`src/include/ifd_pkg.sv`:
```
package ifd_pkg;

	// instruction word and field geometry
	localparam int INSTR_W     = 14;
	localparam int FADDR_W     = 7;
	localparam int BITSEL_W    = 3;
	localparam int LIT8_W      = 8;
	localparam int LIT11_W     = 11;
	localparam int PHASES      = 4;
	localparam int PHASE_W     = 2;

	// field positions inside the word
	localparam int CLASS_LSB   = 12;
	localparam int BYTE_OP_LSB = 8;
	localparam int DEST_POS    = 7;
	localparam int FADDR_LSB   = 0;
	localparam int BITSEL_LSB  = 7;
	localparam int BIT_OP_LSB  = 10;
	localparam int LIT_LSB     = 0;
	localparam int JUMP_SEL    = 11;

	// fully fixed control words
	localparam logic [13:0] W_RETURN = 14'h0008;
	localparam logic [13:0] W_RETI   = 14'h0009;
	localparam logic [13:0] W_SLEEP  = 14'h0063;
	localparam logic [13:0] W_CLRDOG = 14'h0064;

	// reset phase and last phase values
	localparam logic [1:0]  PHASE_RST = 2'h0;
	localparam logic [1:0]  PHASE_END = 2'h3;

	typedef enum logic [5:0] {
		IFD_OP_NOP, IFD_OP_STORE_W, IFD_OP_CLR_F, IFD_OP_CLR_W, IFD_OP_SUB_F,
		IFD_OP_DEC_F, IFD_OP_OR_F, IFD_OP_AND_F, IFD_OP_XOR_F, IFD_OP_ADD_F,
		IFD_OP_MOVE_F, IFD_OP_INV_F, IFD_OP_INC_F, IFD_OP_DEC_SKIP, IFD_OP_ROT_R,
		IFD_OP_ROT_L, IFD_OP_NIB_SWAP, IFD_OP_INC_SKIP, IFD_OP_BIT_CLR,
		IFD_OP_BIT_SET, IFD_OP_SKIP_CLR, IFD_OP_SKIP_SET, IFD_OP_CALL,
		IFD_OP_JUMP, IFD_OP_RET, IFD_OP_RETI, IFD_OP_RET_LIT, IFD_OP_LOAD_LIT,
		IFD_OP_OR_LIT, IFD_OP_AND_LIT, IFD_OP_XOR_LIT, IFD_OP_ADD_LIT,
		IFD_OP_SUB_LIT, IFD_OP_SLEEP, IFD_OP_CLR_DOG, IFD_OP_BAD
	} ifd_op_t;

	typedef struct packed {
		ifd_op_t             op;
		logic                dest;
		logic [FADDR_W-1:0]  faddr;
		logic [BITSEL_W-1:0] bitsel;
		logic [LIT8_W-1:0]   lit8;
		logic [LIT11_W-1:0]  lit11;
		logic                is_branch;
		logic                is_skip;
	} ifd_dec_t;

endpackage

```
`src/hdl/ifd_decode.sv`:
```
`timescale 1ns/1ps
// Operation
// RULE1 - every instruction is one 14-bit word split into opcode and operands
// RULE2 - byte ops: dest 0 writes accumulator, dest 1 writes the file register
// RULE3 - byte ops: file address field picks the source file register
// RULE4 - file address field spans 0x00 to 0x7F, 128 locations
// RULE5 - bit ops: bit field picks one of eight bits of the file register
// RULE6 - literal and control ops: extract an 8- or 11-bit literal
// RULE7 - don't-care bits decode the same whether zero or one
// RULE8 - one cycle each; taken skip or branch adds a NOP second cycle
// RULE9 - one instruction cycle is four oscillator periods, four phases
// RULE10 - field positions follow the fixed instruction format layouts
module ifd_decode (
	input  wire logic                    i_clk,
	input  wire logic                    i_nrst,
	input  wire logic [13:0]             i_instr,
	input  wire logic                    i_skip_true,
	output logic      [1:0]              o_phase,
	output logic                         o_fetch,
	output logic                         o_nop_cycle,
	output ifd_pkg::ifd_dec_t            o_dec
);

	// full decode of one word
	function automatic ifd_pkg::ifd_dec_t fn_decode(input logic [13:0] w);
		ifd_pkg::ifd_dec_t d;
		d = '0;
		d.op     = ifd_pkg::IFD_OP_BAD;
		d.dest   = w[ifd_pkg::DEST_POS];                                    // [RULE2] [RULE10]
		d.faddr  = w[ifd_pkg::FADDR_LSB +: ifd_pkg::FADDR_W];               // [RULE3] [RULE4]
		d.bitsel = w[ifd_pkg::BITSEL_LSB +: ifd_pkg::BITSEL_W];             // [RULE5]
		d.lit8   = w[ifd_pkg::LIT_LSB +: ifd_pkg::LIT8_W];                  // [RULE6]
		d.lit11  = w[ifd_pkg::LIT_LSB +: ifd_pkg::LIT11_W];                 // [RULE6]
		case (w[ifd_pkg::CLASS_LSB +: 2])                                   // [RULE1]
			2'h0: begin
				case (w[ifd_pkg::BYTE_OP_LSB +: 4])
					4'h0: begin
						if (w[ifd_pkg::DEST_POS])
							d.op = ifd_pkg::IFD_OP_STORE_W;
						else if (w == ifd_pkg::W_RETURN)
							d.op = ifd_pkg::IFD_OP_RET;
						else if (w == ifd_pkg::W_RETI)
							d.op = ifd_pkg::IFD_OP_RETI;
						else if (w == ifd_pkg::W_SLEEP)
							d.op = ifd_pkg::IFD_OP_SLEEP;
						else if (w == ifd_pkg::W_CLRDOG)
							d.op = ifd_pkg::IFD_OP_CLR_DOG;
						else if (w[4:0] == 5'h00)
							d.op = ifd_pkg::IFD_OP_NOP;                     // [RULE7] bits 6:5 free
					end
					4'h1: d.op = w[ifd_pkg::DEST_POS] ? ifd_pkg::IFD_OP_CLR_F
						: ifd_pkg::IFD_OP_CLR_W;                            // [RULE7] bits 6:0 free
					4'h2: d.op = ifd_pkg::IFD_OP_SUB_F;
					4'h3: d.op = ifd_pkg::IFD_OP_DEC_F;
					4'h4: d.op = ifd_pkg::IFD_OP_OR_F;
					4'h5: d.op = ifd_pkg::IFD_OP_AND_F;
					4'h6: d.op = ifd_pkg::IFD_OP_XOR_F;
					4'h7: d.op = ifd_pkg::IFD_OP_ADD_F;
					4'h8: d.op = ifd_pkg::IFD_OP_MOVE_F;
					4'h9: d.op = ifd_pkg::IFD_OP_INV_F;
					4'ha: d.op = ifd_pkg::IFD_OP_INC_F;
					4'hb: d.op = ifd_pkg::IFD_OP_DEC_SKIP;
					4'hc: d.op = ifd_pkg::IFD_OP_ROT_R;
					4'hd: d.op = ifd_pkg::IFD_OP_ROT_L;
					4'he: d.op = ifd_pkg::IFD_OP_NIB_SWAP;
					default: d.op = ifd_pkg::IFD_OP_INC_SKIP;
				endcase
			end
			2'h1: begin
				case (w[ifd_pkg::BIT_OP_LSB +: 2])
					2'h0: d.op = ifd_pkg::IFD_OP_BIT_CLR;
					2'h1: d.op = ifd_pkg::IFD_OP_BIT_SET;
					2'h2: d.op = ifd_pkg::IFD_OP_SKIP_CLR;
					default: d.op = ifd_pkg::IFD_OP_SKIP_SET;
				endcase
			end
			2'h2: d.op = w[ifd_pkg::JUMP_SEL] ? ifd_pkg::IFD_OP_JUMP : ifd_pkg::IFD_OP_CALL;
			default: begin
				case (w[11:10])
					2'h0: d.op = ifd_pkg::IFD_OP_LOAD_LIT;                  // [RULE7] bits 9:8 free
					2'h1: d.op = ifd_pkg::IFD_OP_RET_LIT;                   // [RULE7] bits 9:8 free
					2'h2: begin
						if (w[9:8] == 2'h0)
							d.op = ifd_pkg::IFD_OP_OR_LIT;
						else if (w[9:8] == 2'h1)
							d.op = ifd_pkg::IFD_OP_AND_LIT;
						else if (w[9:8] == 2'h2)
							d.op = ifd_pkg::IFD_OP_XOR_LIT;
					end
					default: d.op = w[9] ? ifd_pkg::IFD_OP_ADD_LIT
						: ifd_pkg::IFD_OP_SUB_LIT;                          // [RULE7] bit 8 free
				endcase
			end
		endcase
		d.is_branch = (d.op == ifd_pkg::IFD_OP_CALL) || (d.op == ifd_pkg::IFD_OP_JUMP)
			|| (d.op == ifd_pkg::IFD_OP_RET) || (d.op == ifd_pkg::IFD_OP_RETI)
			|| (d.op == ifd_pkg::IFD_OP_RET_LIT);
		d.is_skip = (d.op == ifd_pkg::IFD_OP_DEC_SKIP) || (d.op == ifd_pkg::IFD_OP_INC_SKIP)
			|| (d.op == ifd_pkg::IFD_OP_SKIP_CLR) || (d.op == ifd_pkg::IFD_OP_SKIP_SET);
		return d;
	endfunction

	// decoded forced no-operation for the second cycle
	function automatic ifd_pkg::ifd_dec_t fn_nop();
		ifd_pkg::ifd_dec_t d;
		d = '0;
		d.op = ifd_pkg::IFD_OP_NOP;
		return d;
	endfunction

	typedef struct packed {
		logic [1:0]        phase;
		logic              fetch;
		logic              nop_cycle;
		ifd_pkg::ifd_dec_t dec;
	} ifd_state_t;

	logic       [1:0] rst_sync;
	logic             nrst;
	ifd_state_t       st;
	ifd_state_t       next_st;

	// reset release through two flops
	always_ff @(posedge i_clk or negedge i_nrst) begin
		if (!i_nrst)
			rst_sync <= 2'h0;
		else
			rst_sync <= {rst_sync[0], 1'b1};
	end
	assign nrst = rst_sync[1];

	// phase sequencer and instruction latch
	always_comb begin
		next_st = st;
		next_st.phase = st.phase + 2'h1;                                    // [RULE9]
		next_st.fetch = (st.phase == ifd_pkg::PHASE_END);
		if (st.phase == ifd_pkg::PHASE_END) begin
			if (!st.nop_cycle && (st.dec.is_branch || (st.dec.is_skip && i_skip_true))) begin
				next_st.dec       = fn_nop();                               // [RULE8]
				next_st.nop_cycle = 1'b1;
			end else begin
				next_st.dec       = fn_decode(i_instr);                     // [RULE1]
				next_st.nop_cycle = 1'b0;
			end
		end
	end

	// state register
	always_ff @(posedge i_clk or negedge nrst) begin
		if (!nrst) begin
			st       <= '0;
			st.phase <= ifd_pkg::PHASE_RST;
			st.dec.op <= ifd_pkg::IFD_OP_NOP;                               // idle decode is a nop
		end else begin
			st <= next_st;
		end
	end

	assign o_phase     = st.phase;
	assign o_fetch     = st.fetch;
	assign o_nop_cycle = st.nop_cycle;
	assign o_dec       = st.dec;

	// helper copies for checking
	logic [13:0] chk_word;
	logic        chk_take;
	always_ff @(posedge i_clk or negedge nrst) begin
		if (!nrst) begin
			chk_word <= 14'h0000;
			chk_take <= 1'b0;
		end else begin
			chk_word <= i_instr;
			chk_take <= (st.phase == ifd_pkg::PHASE_END) && !next_st.nop_cycle;
		end
	end

	AST_PHASE_STEP: assert property (@(posedge i_clk) disable iff (!nrst) // [RULE9]
		o_phase == $past(o_phase) + 2'h1 || !$past(nrst))
		else $error("phase did not advance by one");
	AST_DEC_HOLD: assert property (@(posedge i_clk) disable iff (!nrst) // [RULE9]
		(o_phase != 2'h0) |-> $stable(o_dec))
		else $error("decode changed inside an instruction cycle");
	AST_FLUSH_AFTER_BRANCH: assert property (@(posedge i_clk) disable iff (!nrst) // [RULE8]
		(o_phase == 2'h3 && o_dec.is_branch && !o_nop_cycle)
		|=> (o_nop_cycle && o_dec.op == ifd_pkg::IFD_OP_NOP) [*4])
		else $error("branch not followed by four-clock NOP cycle");
	AST_SKIP_TAKEN: assert property (@(posedge i_clk) disable iff (!nrst) // [RULE8]
		(o_phase == 2'h3 && o_dec.is_skip && i_skip_true && !o_nop_cycle) |=> o_nop_cycle)
		else $error("taken skip did not insert NOP cycle");
	AST_NO_FLUSH_PLAIN: assert property (@(posedge i_clk) disable iff (!nrst) // [RULE8]
		(o_phase == 2'h3 && !o_dec.is_branch && !o_dec.is_skip) |=> !o_nop_cycle)
		else $error("plain instruction took two cycles");
	AST_FIELDS: assert property (@(posedge i_clk) disable iff (!nrst) // [RULE3]
		chk_take |-> (o_dec.faddr == chk_word[6:0] && o_dec.dest == chk_word[7]
		&& o_dec.bitsel == chk_word[9:7]))
		else $error("file, dest or bit field wrong");
	AST_LITERALS: assert property (@(posedge i_clk) disable iff (!nrst) // [RULE6]
		chk_take |-> (o_dec.lit8 == chk_word[7:0] && o_dec.lit11 == chk_word[10:0]))
		else $error("literal field wrong");
	AST_DONT_CARE: assert property (@(posedge i_clk) disable iff (!nrst) // [RULE7]
		(chk_take && chk_word[13:10] == 4'hc) |-> o_dec.op == ifd_pkg::IFD_OP_LOAD_LIT)
		else $error("don't-care bits changed the decode");
	AST_FETCH_PULSE: assert property (@(posedge i_clk) disable iff (!nrst) // [RULE9]
		o_fetch |-> (o_phase == 2'h0 ##1 !o_fetch [*3]))
		else $error("fetch pulse not once per four clocks");

	// an untaken skip and a forced nop both run as single cycles
	AST_SKIP_PLAIN: assert property (@(posedge i_clk) disable iff (!nrst) // [RULE8]
		(o_phase == 2'h3 && o_dec.is_skip && !i_skip_true && !o_nop_cycle) |=> !o_nop_cycle)
		else $error("untaken skip inserted NOP cycle");
	AST_NOP_ONCE: assert property (@(posedge i_clk) disable iff (!nrst) // [RULE8]
		(o_phase == 2'h3 && o_nop_cycle) |=> !o_nop_cycle)
		else $error("forced NOP cycle repeated");

	COV_BRANCH: cover property (@(posedge i_clk) disable iff (!nrst)
		o_phase == 2'h3 && o_dec.op == ifd_pkg::IFD_OP_JUMP);
	COV_SKIP: cover property (@(posedge i_clk) disable iff (!nrst)
		o_phase == 2'h3 && o_dec.is_skip && i_skip_true);
	COV_BYTE_DEST: cover property (@(posedge i_clk) disable iff (!nrst)
		chk_take && o_dec.op == ifd_pkg::IFD_OP_ADD_F && o_dec.dest);
	COV_SKIP_PLAIN: cover property (@(posedge i_clk) disable iff (!nrst)
		o_phase == 2'h3 && o_dec.is_skip && !i_skip_true);

endmodule

```
`config.mk`:
```
export PLATFORM = sky130hd
export DESIGN_NAME = ifd_decode
export DESIGN_NICKNAME = d
export VERILOG_FILES = /design/src/include/ifd_pkg.sv /design/src/hdl/ifd_decode.sv
export SDC_FILE = /design/constraint.sdc
export NUM_CORES = 1
export LEC_CHECK = 0
export ABC_AREA = 1
export BUFFER_PORTS_ARGS = -buffer_cell sky130_fd_sc_hd__buf_2
export CAP_MARGIN = 20
export CORE_MARGIN = 1
export CORE_UTILIZATION = 44
export DETAILED_ROUTE_END_ITERATION = 7
export PLACE_DENSITY = 0.8
export SYNTH_ARGS = -nofsm -noshare
export SYNTH_HDL_FRONTEND = slang
export SYNTH_SLANG_ARGS = --single-unit
export TNS_END_PERCENT = 100
```
`constraint.sdc`:
```
create_clock -name i_clk -period 0.9 [get_ports i_clk]
set_clock_uncertainty 0.05 [all_clocks]
set_input_delay 0.27 -clock i_clk [delete_from_list [all_inputs] [get_ports i_clk]]
set_output_delay 0.27 -clock i_clk [all_outputs]
set_load 0.005 [all_outputs]
```
; ---- Yosys cells after proc, flatten, opt, wreduce, memory -nomap -nowiden
; Index checks and enable logic that the tools add are counted.
[totals]
reg_bits = 44
latchBits = 0
ram_bits = 0
mem_bits_ro = 0
inputBits = 17
out_inout_bits = 42
elab_cells = 82
mem_count = 0
[op_classes]
add_sub_neg = 1
multipliers = 0
div_mod_pow = 0
magnitude_cmp = 0
eq_ne = 34
n_shift = 0
mux = 19
bitwise = 0
n_reduce_logical = 16
[op_table]
columns = cell, n
row1 = $pmux W6 S15, 1
row2 = $mux W6, 12
row3 = $eq A6 B5 Y1 const B, 8
row4 = $mux W39, 1
row5 = $pmux W6 S3, 2
row6 = $eq A14 B4 Y1 const B, 2
row7 = $eq A14 B7 Y1 const B, 2
row8 = $eq A4 B4 Y1 const B, 7
row9 = $eq A4 B3 Y1 const B, 4
row10 = $pmux W3 S3, 1
row11 = $eq A2 B2 Y1 const B, 4
row12 = $eq A4 B2 Y1 const B, 2
row13 = $logic_or A1 B1 Y1, 8
row14 = $eq A2 B1 Y1 const B, 3
row15 = $eq A6 B4 Y1 const B, 1
row16 = $logic_not A2 Y1, 3
row17 = $logic_not A5 Y1, 1
row18 = $eq A4 B1 Y1 const B, 1
row19 = $logic_not A4 Y1, 1
row20 = $add A2 B1 Y2 const B, 1
row21 = $logic_and A1 B1 Y1, 2
row22 = $mux W1, 2
row23 = $logic_not A1 Y1, 1

; ---- Logic depth before layout (Yosys ltp)
; Gate-level depths: netlist (run 1).
[depth]
depth_word = 17
depth_mapped = 14
mapped_depth_nobuf = 14

; ---- Least setup slack after synthesis (run 1)
; No wires, ideal clock.
[synth_path]
path_kind = reg2reg
start = register st (netlist bit o_phase[0])
end = register st (netlist bit o_dec[0])
setup_time_ns = 0.066
arrival_ns = 1.499
required_ns = 0.784
setup_slack_ns = -0.715
stages_incl_launch_ff = 10
n_path_buf = 0
synth_period_minus_slack_ns = 1.615
path_cell_list = dfrtp_1 -> ha_1 -> inv_1 -> nor2_2 -> inv_1 -> nor3_2 -> o21ai_0 -> a21oi_1 -> nand3_1 -> nand2_1
[synth_rtl]
columns = item, line
row1 = from (decl), ifd_decode.sv:120  ; ifd_state_t st;
row2 = from (signal assigned), ifd_decode.sv:155  ; st <= next_st;

; ---- Final worst setup path (run 1)
[layout_path]
start = register st (netlist bit o_dec[0])
end = register st (netlist bit o_dec[0])
[layout_via]
elab_chain_len = 4
[layout_rtl]
columns = item, line
row1 = $logic_and A1 B1 Y1, ifd_decode.sv:138  ; if (!st.nop_cycle && (st.dec.is_branch || (st.dec.is_skip && i_skip_true))) begin
row2 = $logic_or A1 B1 Y1, ifd_decode.sv:138
row3 = $logic_and A1 B1 Y1, ifd_decode.sv:138
row4 = $mux W39, ifd_decode.sv:138
; Every way passes these cells.
; A chain may end at the register's enable or synchronous reset.

==> impl_summary.txt, run 1 <==
----------------------------------------------------
[Outcome]
  Result of the run ... finished, violations left
  Failing checks ... design-rule violations, negative setup slack

[Power and ir drop]
  Power Density ... approximately 1200 nW/µm²
  Switching share of power ... 33.07%
  Largest voltage drop on the vdd net ... 0.5772 mV
  Internal power contribution ... just over 0.002 W
  Leakage power ... between 1 and 1.5 nW
  Register share of total power ... between 40% and 50%
  Switching pwr ... 0.001003 W
  Portion of total power attributed to the clock network ... around 18%
  Portion of total power attributed to combinational logic ... 37.4%

[Timing]
  Final count of hold timing violations ... 0
  Final setup TNS ... -24130 ps
  Pins Over Slew Limit ... 0
  Period Utilization, post-route ... 188.1%
  Setup repair after global routing missed its margin ... yes
  Maximum achievable frequency ... 590.7 MHz
  Final critical-path required period ... between 1500 and 2000 ps
  Final number of setup-violating endpoints ... 62
  Final worst-path setup slack ... -792.9 ps

[Global route]
  Pin count of the biggest net entering global routing ... 24
  Global-route wire length before repair ... between 7000 and 8000 µm
  Initial antenna violation count ... 0
  Via count of the first global-routing pass ... about 1700
  GR Util All Layers ... between 20% and 30%
  Congestion Overflow GR ... 0

[Setup path]
  Top cell by count, worst path ... sky130_fd_sc_hd__a21oi_2
  Launching element type of the critical path ... register
  Cells along the critical path ... nand2_2 -> a21oi_2 -> nor2_4 -> inv_4 -> nor3_2 -> o21ai_1 -> a21oi_2 -> nand3_1 -> nand2_1
  Buffers plus inverters on the worst setup path ... 1
  Dominant delay contributor by cell family on the critical path ... simple AND/OR/NAND/NOR gates
  Highest fanout seen on the critical path ... 2
  Endpoint type of the worst setup path ... register
  Worst flop-to-flop path startpoint ... o_dec[0]
  Maximum cell stage delay along the critical path ... between 400 and 500 ps
  Capture instance of the worst register-to-register path ... o_dec[0]
  Worst-path cell with the longest stage delay ... sky130_fd_sc_hd__dfrtp_1
  Worst-case register-to-register setup slack ... -790 ps
  Number of cells traversed by the worst register-to-register path ... 9
  Worst endpoint data arrival time ... 1930 ps
  Category of the critical setup timing path ... reg2reg
  Required time reported for the critical path endpoint ... around 1100 ps

[Synthesis]
  Number of synthesized flops with an enable pin ... 0
  Netlist Area Pre-Place ... roughly 1600 µm²
  Flip-flop and latch count after synthesis ... 25
  Number of library cell types mapped by synthesis ... 28
  Ys Warns ... 0
  Count of mapped cells out of synthesis ... ~210
  Proportion of synthesized flip-flops having asynchronous set or reset ... 100.0%
  Most instantiated flip-flop cell in the synthesis netlist ... sky130_fd_sc_hd__dfrtp_1
  Average size of a mapped cell ... ~7.5 µm²
  Proportion of synthesized chip area in sequential cells ... approximately 39%
  Syn Nets ... ~230

[Route]
  Via count ... ~1900
  Remaining routing DRC violations ... 1
  Detail Route Antenna Nets ... 0
  Pre-Repair DR Iteration Count ... 8
  Total wirelength of the detailed-routed design ... about 5200 µm
  Average wire length per cell after detail routing ... around 15 µm
  DR vias/cell ... between 5 and 6
  Iteration-0 DRC count of the detailed router ... 147

[Finish]
  Syn-to-layout area delta ... 56.36%
  Net count, final ... about 340
  ANT cells ... 0
  Commonest cells after routing, fill and taps aside ... sky130_fd_sc_hd__buf_2, sky130_fd_sc_hd__nand2_1, sky130_fd_sc_hd__buf_4, sky130_fd_sc_hd__dfrtp_1, sky130_fd_sc_hd__inv_1
  Fraction of final layout cells with drive strength greater than 1 ... 52.55%
  Commonest non-fill, non-tap cell in the layout ... sky130_fd_sc_hd__buf_2
  Share of the core filled with cells ... 72.97%

[Run]
  Count of max-cap constraint violations ... 0

[Floorplanning]
  Chip Height ... around 62 µm
  Initial core utilization ... a little under half
  Std-Cell Rows ... 21
  Number of top-level design ports ... 59
  Area of the placeable core ... about 3400 µm²
  Chip Width ... just over 60 µm
  Floorplan die area ... 3868 µm²

[Worst hold path]
  Number of cells on the worst hold path ... 2
  Startpoint of the tightest hold check path ... i_instr[5]
  Worst hold-check path type ... in2reg
  Hold Path End ... o_dec[29]

[Clocking]
  Clock latency of the later-clocked register in the worst-skew pair ... 340 ps
  Sink Count ... 25
  Level count of the clock H-tree ... 1
  CTS Buf Count ... 3
  CTS tree ... done
  Clock Tree Buf Depth ... 2
  Clock Root Buffer ... sky130_fd_sc_hd__clkbuf_4
  Clock-pin slew reported for the worst setup and hold paths after clock tree synthesis ... 160 ps

[Place]
  IO buf count ... between 50 and 60
  Gpl congestion ... roughly 1
  Half-perimeter wire length after placement ... around 3000 µm

----------------------------------------------------
==> worst max-delay path by stage <==
stage / startpoint / cells past startpoint / slack (ps) / to
finish: o_dec[0] / 9 / -790 / o_dec[0]
global route: o_phase[1] / 9 / -830 / o_dec[0]
CTS: o_phase[1] / 9 / -470 / o_dec[0]
detailed placement: i_instr[12] / 14 / -840 / o_dec[0]
global placement: i_instr[12] / 14 / -730 / o_dec[0]
floorplan: i_instr[10] / 13 / -600 / o_dec[0]
==> flip-flops by register name, indices dropped and copies added (netlist names) <==
register     flops
o_fetch          1
o_nop_cycle      1
rst_sync         2
o_dec           19
o_phase          2
==> repair_timing <==
| action | in CTS | in global routing |
|---|---|---|
| hold endpoints to repair | 2 | 0 |
| setup endpoints to repair | 62 | 63 |
| hold buffers | 1 | 0 |
| setup buffers | 16 | 12 |
| pin swaps | 19 | 3 |
| gates resized for setup | 19 | 22 |
| gates cloned | 0 | 1 |
==> through the flow <==
stage / hold WS [ps] / setup slack [ps] / instance area [µm²] / power, W / std cells
final: 125.3 / -792.9 / 2492 / 0.003032 / 360
after global routing: 135.2 / -828.0 / 2492 / 0.003196 / 360
after CTS: 146.1 / -467.5 / 2313 / 0.002871 / 349
after detailed placement: 7.460 / -837.1 / 2085 / 0.002214 / 328
after global placement: 6.773 / -733.6 / 2085 / 0.002181 / 328
after floorplan: -75.59 / -595.9 / 1654 / 0.001893 / 212
==> final cells by class <==
type	count	area (µm²)
Clock buffer	3	22.52
Clock inverter	1	7.507
Fill cell	239	923.4
Inverter	24	92.59
Multi-Input combinational cell	141	843.3
Sequential cell	25	625.6
Tap cell	46	57.56
Timing Repair Buffer	120	843.3
==> Yosys cell counts, types with 2 or more instances <==
cell | n | area [µm²]
sky130_fd_sc_hd__nand3_2 | 2 | 20.02
sky130_fd_sc_hd__dfrtp_1 | 25 | 625.6
sky130_fd_sc_hd__nor2_1 | 19 | 71.32
sky130_fd_sc_hd__nand3_1 | 13 | 65.06
sky130_fd_sc_hd__nor3_1 | 3 | 15.01
sky130_fd_sc_hd__a21oi_1 | 6 | 30.03
sky130_fd_sc_hd__nand2_2 | 4 | 25.02
sky130_fd_sc_hd__clkbuf_1 | 2 | 7.510
sky130_fd_sc_hd__a31oi_1 | 2 | 12.51
sky130_fd_sc_hd__nor2_2 | 2 | 12.51
sky130_fd_sc_hd__nor2_4 | 2 | 22.52
sky130_fd_sc_hd__o21ai_0 | 12 | 60.06
sky130_fd_sc_hd__a22o_1 | 4 | 35.03
sky130_fd_sc_hd__inv_1 | 24 | 90.09
sky130_fd_sc_hd__buf_4 | 19 | 142.6
sky130_fd_sc_hd__ha_1 | 5 | 62.56
sky130_fd_sc_hd__nand2_1 | 57 | 214.0
==> metal layers <==
| layer | wire (µm) | up-vias | share of wire, % | track usage (%) |
|---|---|---|---|---|
| met5 | 0 | - | 0 | 0 |
| met4 | 253 | 0 | 4.8 | 13.37 |
| met1 | 2011 | 864 | 38 | 28.10 |
| met2 | 2655 | 103 | 51 | 44.37 |
| li1 | - | 859 | - | - |
| met3 | 328 | 25 | 6.3 | 2.574 |
==> logic make-up after synthesis <==
kind of cell / synth area share (%)
fa+ha+maj: 3.925
buf+inv: 15.78
other cells: 0.2353
flops: 39.25
simple gates: 29.43
compound gates: 11.38
==> power groups by stage <==
stage	sequential (W)	clock [W]	combinational, W
6_report	0.00136	0.000541	0.00113
3_3_place_gp	0.00137	0	0.000814
2_1_floorplan	0.00140	0	0.000495
3_5_place_dp	0.00137	0	0.000840
5_1_grt	0.00137	0.000604	0.00122
4_1_cts	0.00135	0.000528	0.000996
Power figures use the tool's default switching activity.
==> inputs of run 2 (changes only) <==
==> constraint.sdc (replaced) <==
create_clock -name i_clk -period 1.9 [get_ports i_clk]
set_clock_uncertainty 0.05 [all_clocks]
set_input_delay 0.57 -clock i_clk [delete_from_list [all_inputs] [get_ports i_clk]]
set_output_delay 0.57 -clock i_clk [all_outputs]
set_load 0.005 [all_outputs]
==> run 2 against run 1 <==
The flow now finishes without violations. Non-clock buffer count decreased by 41. Wire length decreased by 33%. Via count decreased by 17%. Flip-flop and latch count unchanged. Die area unchanged. Critical path depth increased by 6. Final cell count decreased by 11%. Sequential power decreased by 53%. Global-route usage decreased by 4.7 points. Utilization decreased by 15 points. Setup slack improved by 970 ps. Largest power group unchanged.
==> impl_summary.txt, run 2 (synthesis results as in run 1) <==
----------------------------------------------------
[Finish]
  Syn-to-layout area delta ... 23.63%
  Net count, final ... about 300
  ANT cells ... 0
  Area used by multi-input combinational logic ... between 700 and 800 µm²
  Fraction of final layout cells with drive strength greater than 1 ... about 34%
  Flip-flop count of the largest register after layout ... 19
  Commonest non-fill, non-tap cell in the layout ... sky130_fd_sc_hd__buf_2
  Final instance area ... about 2000 µm²
  Share of the core filled with cells ... about 58%
  Number of filler cells placed in the layout ... 328
  Total area of sequential cells ... between 600 and 700 µm²
  Commonest cells after routing, fill and taps aside ... sky130_fd_sc_hd__buf_2, sky130_fd_sc_hd__nand2_1, sky130_fd_sc_hd__dfrtp_1, sky130_fd_sc_hd__inv_1, sky130_fd_sc_hd__buf_4

[Run]
  Count of max-cap constraint violations ... 0

[Setup path]
  Worst-case register-to-register setup slack ... a little over 400 ps
  Worst-path cell with the longest stage delay ... sky130_fd_sc_hd__ha_1
  Cells along the critical path ... buf_2 -> inv_1 -> ha_1 -> inv_1 -> nor2_4 -> nand2_2 -> nand3_1 -> o21bai_1 -> nand2_1 -> nand2_1 -> nand3_1 -> nand2_1 -> nand2_1 -> nand2_1 -> nand2_1
  Category of the critical setup timing path ... in2reg
  Maximum cell stage delay along the critical path ... roughly 210 ps
  Endpoint type of the worst setup path ... register
  Required time reported for the critical path endpoint ... 2090 ps
  Worst endpoint data arrival time ... 1910 ps
  Highest fanout seen on the critical path ... 5
  Top cell by count, worst path ... sky130_fd_sc_hd__nand2_1
  Launching element type of the critical path ... input pin

[Floorplanning]
  Number of top-level design ports ... 59
  Std-Cell Rows ... 21
  Floorplan die area ... between 3000 and 4000 µm²
  Chip Height ... about 62 µm
  Area of the placeable core ... 3416 µm²
  Initial core utilization ... a little under half
  Chip Width ... about 62 µm

[Global route]
  Congestion Overflow GR ... 0
  GR Util All Layers ... between 10% and 20%
  Via count of the first global-routing pass ... around 1400
  Initial antenna violation count ... 0
  Pin count of the biggest net entering global routing ... 24
  Global-route wire length before repair ... 6168 µm

[Power and ir drop]
  Total power ... 0.001232 W
  Leakage power ... roughly 1.1 nW
  Power Density ... about 630 nW/µm²
  Largest voltage drop on the vdd net ... approximately 0.27 mV

[Route]
  Total wirelength of the detailed-routed design ... 3499 µm
  Via count ... 1541
  Pre-Repair DR Iteration Count ... 4
  Detail Route Antenna Nets ... 0
  Iteration-0 DRC count of the detailed router ... 66
  Remaining routing DRC violations ... 0
  Average wire length per cell after detail routing ... 10.97 µm
  DR vias/cell ... between 4 and 5

[Clocking]
  CTS Buf Count ... 3
  Count of cells resized by post-cts repair ... 0
  Clock Tree Buf Depth ... 2
  Clock Root Buffer ... sky130_fd_sc_hd__clkbuf_4
  CTS tree ... done
  Clock-pin slew reported for the worst setup and hold paths after clock tree synthesis ... around 140 ps
  Sink Count ... 25
  Clock latency of the later-clocked register in the worst-skew pair ... around 320 ps
  Level count of the clock H-tree ... 1

[Timing]
  Pins Over Slew Limit ... 0
  Setup repair after global routing missed its margin ... no
  Final critical-path required period ... 1721 ps
  Maximum achievable frequency ... 581.0 MHz
  Final number of setup-violating endpoints ... 0
  Final count of hold timing violations ... 0
  Period Utilization, post-route ... between 90% and 100%
  Final worst hold slack ... 166.4 ps

[Worst hold path]
  Worst hold-check path type ... reg2async

[Place]
  Half-perimeter wire length after placement ... approximately 2800 µm
  Gpl congestion ... 0.9920
  Instance area after placement ... around 1900 µm²
  IO buf count ... 58

[Outcome]
  Result of the run ... finished clean

----------------------------------------------------
## run 2: per-layer routing
| layer | GRT usage, % | wire [µm] | vias up |
|---|---|---|---|
| li1 | - | - | 775 |
| met1 | 25.55 | 1642 | 702 |
| met2 | 33.52 | 1622 | 57 |
| met3 | 2.390 | 170 | 7 |
| met4 | 8.430 | 63 | 0 |
| met5 | 0 | 0 | - |
## run 2: timing repair
item / 4_1_cts / 5_1_grt
hold endpoints to repair: 2 / 0
buffers inserted: 0 / 0
setup endpoints to repair: 0 / 0
hold buffers: 1 / 0
## run 2: path summary, 6_finish.rpt
kind	startpoint	to	cells past startpoint
setup / recovery	i_instr[12]	o_dec[1]	15
setup reg to reg	o_phase[0]	o_dec[0]	9
min in group i_clk	rst_sync[0]	rst_sync[1]	0
hold / removal	rst_sync[1]	o_phase[0]	1
max in group asynchronous	i_nrst	rst_sync[0]	2
hold reg to reg	rst_sync[1]	o_phase[0]	1
## run 2: critical path, delay by kind of cell
family                     cells  cell delay, ps
buffers and inverters          3             250
AOI/OAI and AO/OA              1             140
adders and majority gates      1             210
and+or+nand+nor               10             730
## run 2: power breakdown
part           internal [W]  switching, W
clock             0.0000805      0.000162
combinational      0.000176      0.000173
sequential         0.000595     0.0000446
## run 2: area by class of cell
type                       instances  area share [%]
clock buffer                       3           1.143
clock inverter                     1          0.3810
inverter                          24           4.571
sequential                        25           31.75
tap                               46           2.921
multi-input combinational        141           36.38
timing repair buffer              79           22.86
## run 2: stage by stage
stage                     setup WS, ps  TNS, ps  cells
final                            178.8        0    319
after global routing             37.85        0    319
after CTS                        195.2        0    319
after detailed placement        -171.7   -451.8    314
after global placement          -140.4   -254.7    314
after floorplan                  31.12        0    212
